<file path="config.mk">
export PLATFORM = sky130hd
export DESIGN_NAME = pwr_seq_host_flat
export DESIGN_NICKNAME = d
export VERILOG_FILES = /design/src/hw/pwr_seq_pkg.sv /design/src/hw/pwr_seq_if.sv /design/src/hw/pwr_seq_host.sv /design/src/flat_wrapper.sv
export SDC_FILE = /design/constraint.sdc
export NUM_CORES = 1
export LEC_CHECK = 0
export ABC_CLOCK_PERIOD_IN_PS = 3900
export BUFFER_PORTS_ARGS = -buffer_cell sky130_fd_sc_hd__buf_2
export CORE_UTILIZATION = 35
export DETAILED_ROUTE_END_ITERATION = 10
export GPL_ROUTABILITY_DRIVEN = 0
export MAX_ROUTING_LAYER = met4
export PLACE_DENSITY_LB_ADDON = 0.2
export SLEW_MARGIN = 20
export SYNTH_ARGS = -nofsm -noshare
export SYNTH_HDL_FRONTEND = slang
export SYNTH_SLANG_ARGS = --single-unit
</file>
<file path="constraint.sdc">
create_clock -name core_clk -period 3.9 [get_ports core_clk]
set_input_delay 0.975 -clock core_clk [delete_from_list [all_inputs] [get_ports core_clk]]
set_output_delay 0.975 -clock core_clk [all_outputs]
set_load 0.03 [all_outputs]
</file>
<file path="src/hw/pwr_seq_pkg.sv">
// shared constants for the audio converter power-mode sequencer pair
`default_nettype none
package pwr_seq_pkg;
    // clock and waits
    localparam int CLK_HZ = 10_000_000;
    localparam int INIT_WAIT_US = 1000;
    localparam int WAKE_WAIT_US = 1000;
    localparam int SLEEP_WAIT_US = 6000;
    localparam int INIT_WAIT_CYC = (INIT_WAIT_US * (CLK_HZ / 1_000_000));
    localparam int WAKE_WAIT_CYC = (WAKE_WAIT_US * (CLK_HZ / 1_000_000));
    localparam int SLEEP_WAIT_CYC = (SLEEP_WAIT_US * (CLK_HZ / 1_000_000));
    // the device finishes its own sequences sooner than the host's margin
    localparam int DEV_INIT_CYC = INIT_WAIT_CYC / 2;
    localparam int DEV_WAKE_CYC = WAKE_WAIT_CYC / 2;
    localparam int DEV_SLEEP_CYC = SLEEP_WAIT_CYC / 2;
    // register addresses
    localparam logic [7:0] SLEEP_CONTROL_ADDR = 8'h02;
    localparam logic [7:0] INPUT_CHANNEL_ENABLE_ADDR = 8'h73;
    localparam logic [7:0] OUTPUT_SLOT_ENABLE_ADDR = 8'h74;
    localparam logic [7:0] BLOCK_POWER_UP_ADDR = 8'h75;
    localparam logic [7:0] DEVICE_STATUS_ADDR = 8'h77;
    // field positions and values
    localparam int SLEEP_BIT = 0;
    localparam int STATUS_SLEEP_BIT = 7;
    localparam logic [7:0] WAKE_VALUE = 8'h81;
    localparam logic [7:0] SLEEP_VALUE = 8'h80;
    localparam logic [7:0] CHANNEL_EN_VALUE = 8'hf0;
    localparam logic [7:0] SLOT_EN_VALUE = 8'hf0;
    localparam logic [7:0] POWER_UP_VALUE = 8'he0;
    // reset values
    localparam logic [7:0] SLEEP_CONTROL_RST = 8'h00;
    localparam logic [7:0] ENABLE_RST = 8'h00;
    // serial frame
    localparam int SLOT_BITS = 8;
    localparam int SLOTS = 4;
endpackage
`default_nettype wire

</file>
<file path="src/hw/pwr_seq_if.sv">
// connection between host sequencer and device power-mode logic
`timescale 1ns/10ps
`default_nettype none
interface pwr_seq_if;
    logic shutdown_n_pin; // host drives, active low
    logic wr_valid; // one-cycle register write
    logic rd_valid; // one-cycle register read
    logic [7:0] addr;
    logic [7:0] wdata;
    logic [7:0] rdata; // valid the cycle after rd_valid
    logic rdata_valid;
    logic frame_sync; // host clock-enable pulses
    logic bit_clk;
    logic serial_data; // device to host
    modport dev (input shutdown_n_pin, input wr_valid, input rd_valid, input addr, input wdata,
        output rdata, output rdata_valid, input frame_sync, input bit_clk, output serial_data);
    modport host (output shutdown_n_pin, output wr_valid, output rd_valid, output addr,
        output wdata, input rdata, input rdata_valid, output frame_sync, output bit_clk,
        input serial_data);
endinterface
`default_nettype wire

</file>
<file path="src/hw/pwr_seq_host.sv">
// host sequencer that walks the converter through its power modes
`timescale 1ns/10ps
`default_nettype none
module pwr_seq_host #(
    parameter int INIT_CYC = pwr_seq_pkg::INIT_WAIT_CYC,
    parameter int WAKE_CYC = pwr_seq_pkg::WAKE_WAIT_CYC,
    parameter int SLEEP_CYC = pwr_seq_pkg::SLEEP_WAIT_CYC,
    parameter int BCLK_DIV = 4
) (
    input wire logic core_clk,
    input wire logic rst_n,
    input wire logic supplies_ok, // from outside, synchronised
    input wire logic record_req, // level: want active
    input wire logic shutdown_req, // level: force hardware shutdown
    output logic active_o,
    output logic asleep_o,
    output logic [7:0] sample_o,
    output logic sample_valid_o,
    pwr_seq_if.host bus
);
    initial begin
        if (INIT_CYC < 1 || WAKE_CYC < 1 || SLEEP_CYC < 1 || BCLK_DIV < 2) begin
            $error("pwr_seq_host: bad parameter");
        end
    end

    typedef enum logic [9:0] {
        S_OFF = 10'h001, S_INIT = 10'h002, S_SLEEP = 10'h004, S_WAKE = 10'h008,
        S_CFG = 10'h010, S_RUN = 10'h020, S_ENTER = 10'h040, S_POLL = 10'h080,
        S_PWAIT = 10'h100, S_REWAKE = 10'h200
    } hstate_t;

    // ---------------------------------------------------------------
    // input synchronisers
    // ---------------------------------------------------------------
    logic sup_m_r, sup_r;
    always_ff @(posedge core_clk or negedge rst_n) begin
        if (!rst_n) begin
            sup_m_r <= 1'b0;
            sup_r <= 1'b0;
        end else begin
            sup_m_r <= supplies_ok;
            sup_r <= sup_m_r;
        end
    end

    // ---------------------------------------------------------------
    // sequencer
    // ---------------------------------------------------------------
    hstate_t st_r;
    logic [31:0] wait_r;
    logic [1:0] cfg_idx_r;
    logic configured_r; // channel setup survives sleep
    logic clk_run_r;
    wire wait_done = (wait_r == 32'h0000_0000);

    always_ff @(posedge core_clk or negedge rst_n) begin
        if (!rst_n) begin
            st_r <= S_OFF;
            wait_r <= 32'h0000_0000;
            cfg_idx_r <= 2'h0;
            configured_r <= 1'b0;
            clk_run_r <= 1'b0;
            bus.shutdown_n_pin <= 1'b0;
            bus.wr_valid <= 1'b0;
            bus.rd_valid <= 1'b0;
            bus.addr <= 8'h00;
            bus.wdata <= 8'h00;
        end else begin
            bus.wr_valid <= 1'b0;
            bus.rd_valid <= 1'b0;
            if (!wait_done) wait_r <= wait_r - 32'h0000_0001;
            if (shutdown_req || !sup_r) begin
                // pin low at any time drops the whole sequence
                st_r <= S_OFF;
                bus.shutdown_n_pin <= 1'b0;
                clk_run_r <= 1'b0;
                configured_r <= 1'b0;
            end else begin
                case (st_r)
                    S_OFF: begin
                        bus.shutdown_n_pin <= 1'b1;
                        wait_r <= 32'(INIT_CYC);
                        st_r <= S_INIT;
                    end
                    S_INIT: if (wait_done) st_r <= S_SLEEP;
                    S_SLEEP: if (record_req) begin
                        bus.wr_valid <= 1'b1;
                        bus.addr <= pwr_seq_pkg::SLEEP_CONTROL_ADDR;
                        bus.wdata <= pwr_seq_pkg::WAKE_VALUE;
                        wait_r <= 32'(WAKE_CYC);
                        st_r <= configured_r ? S_REWAKE : S_WAKE;
                    end
                    S_WAKE: if (wait_done) begin
                        // defaults left in force: no optional overrides
                        clk_run_r <= 1'b1;
                        cfg_idx_r <= 2'h0;
                        st_r <= S_CFG;
                    end
                    S_CFG: begin
                        bus.wr_valid <= 1'b1;
                        case (cfg_idx_r)
                            2'h0: begin
                                bus.addr <= pwr_seq_pkg::INPUT_CHANNEL_ENABLE_ADDR;
                                bus.wdata <= pwr_seq_pkg::CHANNEL_EN_VALUE;
                            end
                            2'h1: begin
                                bus.addr <= pwr_seq_pkg::OUTPUT_SLOT_ENABLE_ADDR;
                                bus.wdata <= pwr_seq_pkg::SLOT_EN_VALUE;
                            end
                            default: begin
                                bus.addr <= pwr_seq_pkg::BLOCK_POWER_UP_ADDR;
                                bus.wdata <= pwr_seq_pkg::POWER_UP_VALUE;
                            end
                        endcase
                        cfg_idx_r <= cfg_idx_r + 2'h1;
                        if (cfg_idx_r == 2'h2) begin
                            configured_r <= 1'b1;
                            st_r <= S_RUN;
                        end
                    end
                    S_RUN: if (!record_req) begin
                        bus.wr_valid <= 1'b1;
                        bus.addr <= pwr_seq_pkg::SLEEP_CONTROL_ADDR;
                        bus.wdata <= pwr_seq_pkg::SLEEP_VALUE;
                        wait_r <= 32'(SLEEP_CYC);
                        st_r <= S_ENTER;
                    end
                    S_ENTER: if (wait_done) st_r <= S_POLL;
                    S_POLL: begin
                        bus.rd_valid <= 1'b1;
                        bus.addr <= pwr_seq_pkg::DEVICE_STATUS_ADDR;
                        st_r <= S_PWAIT;
                    end
                    S_PWAIT: if (bus.rdata_valid) begin
                        if (bus.rdata[pwr_seq_pkg::STATUS_SLEEP_BIT]) begin
                            clk_run_r <= 1'b0;
                            st_r <= S_SLEEP;
                        end else begin
                            st_r <= S_POLL;
                        end
                    end
                    S_REWAKE: if (wait_done) begin
                        clk_run_r <= 1'b1;
                        st_r <= S_RUN;
                    end
                    default: st_r <= S_OFF;
                endcase
            end
        end
    end

    // ---------------------------------------------------------------
    // serial clock enables: bit pulse every BCLK_DIV, frame each 32 bits
    // ---------------------------------------------------------------
    localparam int FRAME_BITS = pwr_seq_pkg::SLOT_BITS * pwr_seq_pkg::SLOTS;
    logic [7:0] div_r;
    logic [7:0] bitn_r;
    always_ff @(posedge core_clk or negedge rst_n) begin
        if (!rst_n) begin
            div_r <= 8'h00;
            bitn_r <= 8'h00;
            bus.bit_clk <= 1'b0;
            bus.frame_sync <= 1'b0;
        end else begin
            bus.bit_clk <= 1'b0;
            bus.frame_sync <= 1'b0;
            if (!clk_run_r) begin
                div_r <= 8'h00;
                bitn_r <= 8'h00;
            end else if (div_r == 8'(BCLK_DIV - 1)) begin
                div_r <= 8'h00;
                bus.bit_clk <= 1'b1;
                bus.frame_sync <= (bitn_r == 8'h00);
                bitn_r <= (bitn_r == 8'(FRAME_BITS - 1)) ? 8'h00 : bitn_r + 8'h01;
            end else begin
                div_r <= div_r + 8'h01;
            end
        end
    end

    // ---------------------------------------------------------------
    // sample capture: device drives data after each bit pulse
    // ---------------------------------------------------------------
    logic cap_r;
    logic [7:0] sh_r;
    logic [2:0] bc_r;
    always_ff @(posedge core_clk or negedge rst_n) begin
        if (!rst_n) begin
            cap_r <= 1'b0;
            sh_r <= 8'h00;
            bc_r <= 3'h0;
            sample_o <= 8'h00;
            sample_valid_o <= 1'b0;
        end else begin
            cap_r <= bus.bit_clk;
            sample_valid_o <= 1'b0;
            if (bus.frame_sync) bc_r <= 3'h0;
            if (cap_r && st_r == S_RUN) begin
                sh_r <= {sh_r[6:0], bus.serial_data};
                bc_r <= bc_r + 3'h1;
                if (bc_r == 3'h7) begin
                    sample_o <= {sh_r[6:0], bus.serial_data};
                    sample_valid_o <= 1'b1;
                end
            end
        end
    end

    // status outputs
    always_ff @(posedge core_clk or negedge rst_n) begin
        if (!rst_n) begin
            active_o <= 1'b0;
            asleep_o <= 1'b0;
        end else begin
            active_o <= (st_r == S_RUN);
            asleep_o <= (st_r == S_SLEEP);
        end
    end
endmodule // pwr_seq_host
`default_nettype wire

</file>
<file path="src/flat_wrapper.sv">
// flat-port wrapper written by rule: the top's interface ports become plain ports
module pwr_seq_host_flat 
#(
    parameter int INIT_CYC = pwr_seq_pkg::INIT_WAIT_CYC,
    parameter int WAKE_CYC = pwr_seq_pkg::WAKE_WAIT_CYC,
    parameter int SLEEP_CYC = pwr_seq_pkg::SLEEP_WAIT_CYC,
    parameter int BCLK_DIV = 4
)
  (core_clk, rst_n, supplies_ok, record_req, shutdown_req, active_o, asleep_o, sample_o, sample_valid_o, bus_shutdown_n_pin, bus_wr_valid, bus_rd_valid, bus_addr, bus_wdata, bus_rdata, bus_rdata_valid, bus_frame_sync, bus_bit_clk, bus_serial_data);
  pwr_seq_if bus_i ();
  input wire logic core_clk;
  input wire logic rst_n;
  input wire logic supplies_ok;
  input wire logic record_req;
  input wire logic shutdown_req;
  output logic active_o;
  output logic asleep_o;
  output logic [7:0] sample_o;
  output logic sample_valid_o;
  output wire logic [$bits(bus_i.shutdown_n_pin)-1:0] bus_shutdown_n_pin;
  output wire logic [$bits(bus_i.wr_valid)-1:0] bus_wr_valid;
  output wire logic [$bits(bus_i.rd_valid)-1:0] bus_rd_valid;
  output wire logic [$bits(bus_i.addr)-1:0] bus_addr;
  output wire logic [$bits(bus_i.wdata)-1:0] bus_wdata;
  input wire logic [$bits(bus_i.rdata)-1:0] bus_rdata;
  input wire logic [$bits(bus_i.rdata_valid)-1:0] bus_rdata_valid;
  output wire logic [$bits(bus_i.frame_sync)-1:0] bus_frame_sync;
  output wire logic [$bits(bus_i.bit_clk)-1:0] bus_bit_clk;
  input wire logic [$bits(bus_i.serial_data)-1:0] bus_serial_data;
  assign bus_shutdown_n_pin = bus_i.shutdown_n_pin;
  assign bus_wr_valid = bus_i.wr_valid;
  assign bus_rd_valid = bus_i.rd_valid;
  assign bus_addr = bus_i.addr;
  assign bus_wdata = bus_i.wdata;
  assign bus_i.rdata = bus_rdata;
  assign bus_i.rdata_valid = bus_rdata_valid;
  assign bus_frame_sync = bus_i.frame_sync;
  assign bus_bit_clk = bus_i.bit_clk;
  assign bus_i.serial_data = bus_serial_data;
  pwr_seq_host #(.INIT_CYC(INIT_CYC), .WAKE_CYC(WAKE_CYC), .SLEEP_CYC(SLEEP_CYC), .BCLK_DIV(BCLK_DIV)) u_core (.core_clk(core_clk), .rst_n(rst_n), .supplies_ok(supplies_ok), .record_req(record_req), .shutdown_req(shutdown_req), .active_o(active_o), .asleep_o(asleep_o), .sample_o(sample_o), .sample_valid_o(sample_valid_o), .bus(bus_i));
endmodule
</file>
# After elaboration in Yosys (flattened, before gate mapping)

Cells that the tools add are included.
W data, S select, Z words.

Register bits after elaboration: 107
Bits of input ports: 15
Output and inout bits: 32
Word-level logic and storage cells: 137

$add $sub $neg: 5
Equality and inequality tests: 29
Mux-type cells: 56
Bitwise gates (word level): 1
Reductions and logical operators: 23

Operators by type and width:

| kind                    | number |
|---|---|
| $mux W32                | 4 |
| $mux W10                | 10 |
| $pmux W10 S10           | 1 |
| $pmux W32 S3            | 1 |
| $mux W8                 | 10 |
| $logic_not A32 Y1       | 1 |
| $pmux W8 S4             | 1 |
| $sub A32 B1 Y32 const B | 1 |
| $pmux W8 S3             | 1 |
| $mux W1                 | 20 |
| $ne A3 B1 Y1 const B    | 6 |
| $add A8 B1 Y8 const B   | 2 |
| $ne A3 B2 Y1 const B    | 4 |
| $reduce_and A4 Y1       | 3 |
| $eq A10 B1 Y1 const B   | 1 |
| $eq A10 B10 Y1 const B  | 1 |
| $eq A10 B2 Y1 const B   | 1 |
| $eq A10 B3 Y1 const B   | 1 |
| $eq A10 B4 Y1 const B   | 1 |
| $eq A10 B5 Y1 const B   | 1 |
| $eq A10 B6 Y1 const B   | 1 |
| $eq A10 B7 Y1 const B   | 1 |
| $eq A10 B8 Y1 const B   | 1 |
| $eq A10 B9 Y1 const B   | 1 |
| other kinds (29)        | 39 |

# Longest topological paths before layout

Depth in word-level cells: 5
Gate-level depth with buffers: 10
Gate-level depth less buffers: 8

# Least setup slack after synthesis

Ideal clock, no wire load.

Path kind: flip-flop to flip-flop
Start: register u_core.wait_r[0]
End: register u_core.st_r[5]
Setup time: 0.072 ns
Arrival time: 2.776 ns
Required time: 3.828 ns
Path slack: 1.052 ns
Stages on the path, launching flop included: 11
Buffers on the path: 2
Period minus slack after synthesis: 2.848 ns
Cells stage by stage: dfrtp_1 -> inv_1 -> ha_1 -> or4b_2 -> or4_1 -> clkbuf_1 -> or3_1 -> buf_6 -> a21oi_4 -> mux2_2 -> nor2_1

Cells in the longest elaborated chain, start to end: 3
Elaborated cells between the ends (all ways): 6
Classes of those cells: eq/ne: 4; reduce/logical: 2

RTL lines:

| element                                | line               | text |
|---|---|---|
| start: declaration                     | pwr_seq_host.sv:51 | `logic [31:0] wait_r;` |
| start signal: assignment               | pwr_seq_host.sv:72 | `if (!wait_done) wait_r <= wait_r - 32'h0000_0001;` |
| start signal: assignment               | pwr_seq_host.sv:83 | `wait_r <= 32'(INIT_CYC);` |
| start signal: assignment               | pwr_seq_host.sv:91 | `wait_r <= 32'(WAKE_CYC);` |
| $logic_not A32 Y1 (*)                  | pwr_seq_host.sv:55 | `wire wait_done = (wait_r == 32'h0000_0000);` |
| $ne A3 B1 Y1 (no source line)          | n/a                |  |
| $reduce_and A8 Y1 (no source line) (*) | n/a                |  |
| end signal: assignment                 | pwr_seq_host.sv:92 | `st_r <= configured_r ? S_REWAKE : S_WAKE;` |
| end: declaration                       | pwr_seq_host.sv:50 | `hstate_t st_r;` |

Mark *: on every way between the ends. The rest lies on a longest branch, timed or not.
A chain may end at the register's enable or synchronous reset.

# Worst setup path after layout

Same ends and word-level chain as after synthesis.

==> results.py <==
metrics = {
    "power": {
        "switching_share_pct": 24.79,
        "power.density_mw_per_mm2": 410.7,
        "p_leak_nw": 2.572,
        "p_sw_mw": 0.5664,
        "clock_power_share_pct": 41.7,
        "p_comb_share_pct": 9.5,
        "ir_drop_mv": 0.2284,
        "pwr-share-seq_pct": 48.9,
        "p_int_mw": 1.718,
    },
    "setup_path": {
        "reg2regPathDepth": 8,
        "worst-path-buf-inv": 1,
        "cp_max_fo": 8,
        "critPathKind": "flop to flop",
        "r2r-end": "u_core.st_r[5]$_DFFE_PN0P_",
        "arrival_ns": 3.44,
        "cp-end-kind": "flop",
        "cp_cell_sequence": "inv_1 -> ha_1 -> or4b_2 -> or4_1 -> or3_1 -> a21oi_4 -> mux2_2 -> nor2_1",
        "critPathTopFamily": "simple AND/OR/NAND/NOR gates",
        "start_kind": "flop",
        "reg2reg_from": "u_core.wait_r[0]$_DFF_PN0_",
        "required_ns": 4.18,
        "critPathMaxStageDelay_ns": 0.59,
        "rrSetupSlack_ns": 0.74,
        "critical-path-slowest-cell": "or3_1",
    },
    "timing": {
        "hold_viol_final": 0,
        "relSlewSlack_pct": 43.34,
        "rsz0062_at_grt": "no",
        "period_share_pct": 81.05,
        "fin_crit_ns": 3.161,
        "tightest_slew_ns": 0.8448,
        "max_freq_ghz": 0.3164,
        "final.setup_skew_ns": 0.009142,
        "maxSlewViolCount": 0,
        "finalSetupTns_ns": 0,
        "setup_viol": 0,
        "holdWs_ns": 0.3542,
        "worst_slack_ns": 0.7390,
    },
    "global_route": {
        "antenna_found_initial": 0,
        "grt_remaining_overflow": 0,
        "grt_pass1_wl_microns": 17090,
        "grt_pass1_vias": 3411,
        "grt_max_degree": 61,
        "grt_usage_pct": 15.43,
    },
    "clocking": {
        "cts_made_buffers": 9,
        "cts_hold_buf": 0,
        "cts_resized": 0,
        "clk_pin_slew_ns": 0.07,
        "ctsRootBufferMaster": "clkbuf_16",
        "cts_tree": "done",
        "insertion_delay_ns": 0.35,
        "htreeDepth": 3,
        "cts_buffer_depth": 2,
        "cts_setup_buffers": 0,
        "cts.sinks": 99,
    },
    "synthesis": {
        "syn_area_sq_mm": 0.004896,
        "synth_async_sr_flop_share_pct": 100.0,
        "synth.yosys.seq_area_share_pct": 50.63,
        "synth_top_cells_by_area": "dfrtp_1 50%, mux2_2 4.6%, nor2_1 4.6%",
        "ys_ff_latch": 99,
        "synth_largest_area_cell": "dfrtp_1",
        "yosysTopAreaCellShare_pct": 50.09,
        "synthDistinctLibCells": 58,
        "synthCells": 473,
        "synth_edf_count": 0,
        "yosysWarnings": 0,
        "synthFlopType": "dfrtp_1",
        "syn_area_per_cell_sq_um": 10.35,
    },
    "drt": {
        "wl_per_cell_microns": 14.07,
        "wl_microns": 9678,
        "drc": 0,
        "drtPass1Iterations": 4,
        "drt-initial-drc-count": 163,
        "postRouteAntennaNets": 0,
        "num_vias": 3452,
        "vias_per_cell": 5.017,
    },
    "flow_run": {
        "cap_violations": 0,
    },
    "floorplanning": {
        "die_h_microns": 120.3,
        "core_area_sq_mm": 0.01345,
        "io_pins": 47,
        "die_area_sq_mm": 0.01446,
        "std_cell_rows": 42,
        "fp.dieW_microns": 120.3,
        "start_util_pct": 36.39,
    },
    "run_status": {
        "status": "complete, no violations",
    },
    "finish": {
        "nets": 533,
        "drive_above_1_share_pct": 18.36,
        "fin_cells": 688,
        "diodes": 0,
        "area_growth_pct": 13.60,
    },
    "min_path": {
        "hold_end": "u_core.sup_r$_DFF_PN0_",
        "whs_path_depth": 0,
        "hold_path.class": "flop to flop",
        "min_from": "u_core.sup_m_r$_DFF_PN0_",
    },
    "placement": {
        "place_hpwl_microns": 6611,
        "dp.cells": 672,
        "io_buffers": 34,
        "pre_cts_ws_ns": 0.7581,
    },
}
Yosys cell counts, types with 7 or more instances:
master    number
dfrtp_1       98
nor2_1        60
nand2_1       22
xor2_1        18
and3_1         7
nor3_1        11
nand2b_1       8
nor4_1        14
xnor2_1       25
nand4_1       10
or4_1          9
ha_1          11
inv_1         20
buf_4          8
clkbuf_1      11
o21ai_0       15
a21oi_1       14
mux2_2        20
nand3_1       14
layout make-up:
type                    count  area, sq um
flip-flops and latches     99         2479
clock buffers              10        229.0
well taps                 176        220.2
clock inverters             6        88.84
inverters                  20        75.07
fillers                  1355         7891
multi-input cells         334         2230
repair buffers             43        240.2
cells by family after synthesis:
| logic type | after synthesis | share of synthesized area [%] |
|---|---|---|
| AND/OR/NAND/NOR | 194 | 21.29 |
| flip-flops | 99 | 50.63 |
| AO/OA/AOI/OAI | 57 | 7.871 |
| buffers and inverters | 44 | 4.217 |
| XOR/XNOR | 43 | 7.692 |
| multiplexers | 24 | 5.418 |
| adder cells (fa/ha/maj) | 11 | 2.811 |
| other | 1 | 0.07659 |
power by group through the flow:
stage	combinational, mW	clock (mW)	sequential [mW]
3_5_place_dp	0.217	0	1.13
4_1_cts	0.220	0.990	1.12
5_1_grt	0.242	1.03	1.12
2_1_floorplan	0.161	0	1.13
6_report	0.216	0.952	1.12
3_3_place_gp	0.215	0	1.13
worst max path at each step:
stage	start	end	slack (ns)	depth (start not counted)
finish	u_core.wait_r[0]$_DFF_PN0_	u_core.st_r[5]$_DFFE_PN0P_	0.74	8
global route	u_core.wait_r[0]$_DFF_PN0_	u_core.st_r[5]$_DFFE_PN0P_	0.62	8
detailed placement	u_core.wait_r[0]$_DFF_PN0_	u_core.st_r[5]$_DFFE_PN0P_	0.76	8
CTS	u_core.wait_r[0]$_DFF_PN0_	u_core.st_r[5]$_DFFE_PN0P_	0.74	8
global placement	u_core.wait_r[0]$_DFF_PN0_	u_core.st_r[5]$_DFFE_PN0P_	0.76	8
floorplan	u_core.wait_r[0]$_DFF_PN0_	u_core.st_r[5]$_DFFE_PN0P_	1.05	10
through the flow:
| step | instance area, sq um | utilization [%] | power (mW) |
|---|---|---|---|
| floorplan | 4911 | - | 1.290 |
| global placement | 5244 | 38.98 | 1.348 |
| detailed placement | 5244 | 38.98 | 1.352 |
| CTS | 5562 | 41.34 | 2.326 |
| global route | 5562 | 41.34 | 2.398 |
| finish | 5562 | 41.34 | 2.284 |
worst register-to-register path: stages, from the launching register on:
cell	delay [ns]
dfrtp_1	0.39
inv_1	0.12
ha_1	0.15
or4b_2	0.58
or4_1	0.53
or3_1	0.59
a21oi_4	0.29
mux2_2	0.36
nor2_1	0.08
state kept, by name (all words and copies together) (netlist names), 2 cells and up:
name	count
u_core.wait_r	32
u_core.st_r	10
u_core.bitn_r	8
u_core.div_r	8
u_core.sample_o	8
u_core.sh_r	7
u_core.bus.addr	4
u_core.bus.wdata	4
u_core.bc_r	3
u_core.cfg_idx_r	2
layout by cell type, fill, tap and decap left out, drive strengths merged, types with 7 or more instances in the layout:
master / synthesis / layout
dfrtp: 98 / 98
nor2: 60 / 60
buf: 13 / 43
xnor2: 25 / 25
nand2: 22 / 22
inv: 20 / 21
mux2: 20 / 20
xor2: 18 / 18
o21ai: 15 / 15
nor4: 15 / 15
a21oi: 15 / 15
nand3: 14 / 14
nor3: 12 / 12
ha: 11 / 11
nand4: 10 / 10
or4: 10 / 10
clkbuf: 11 / 10
nand2b: 8 / 8
and3: 7 / 7
metal layers:
metal	share of wire, %	track usage [%]	up-vias
met5	0	-	-
met3	2.9	4.151	6
met4	0.95	4.398	0
met1	49	20.34	1702
li1	-	-	1705
met2	47	23.35	39
Note: power is estimated with default switching activity, not from simulation.
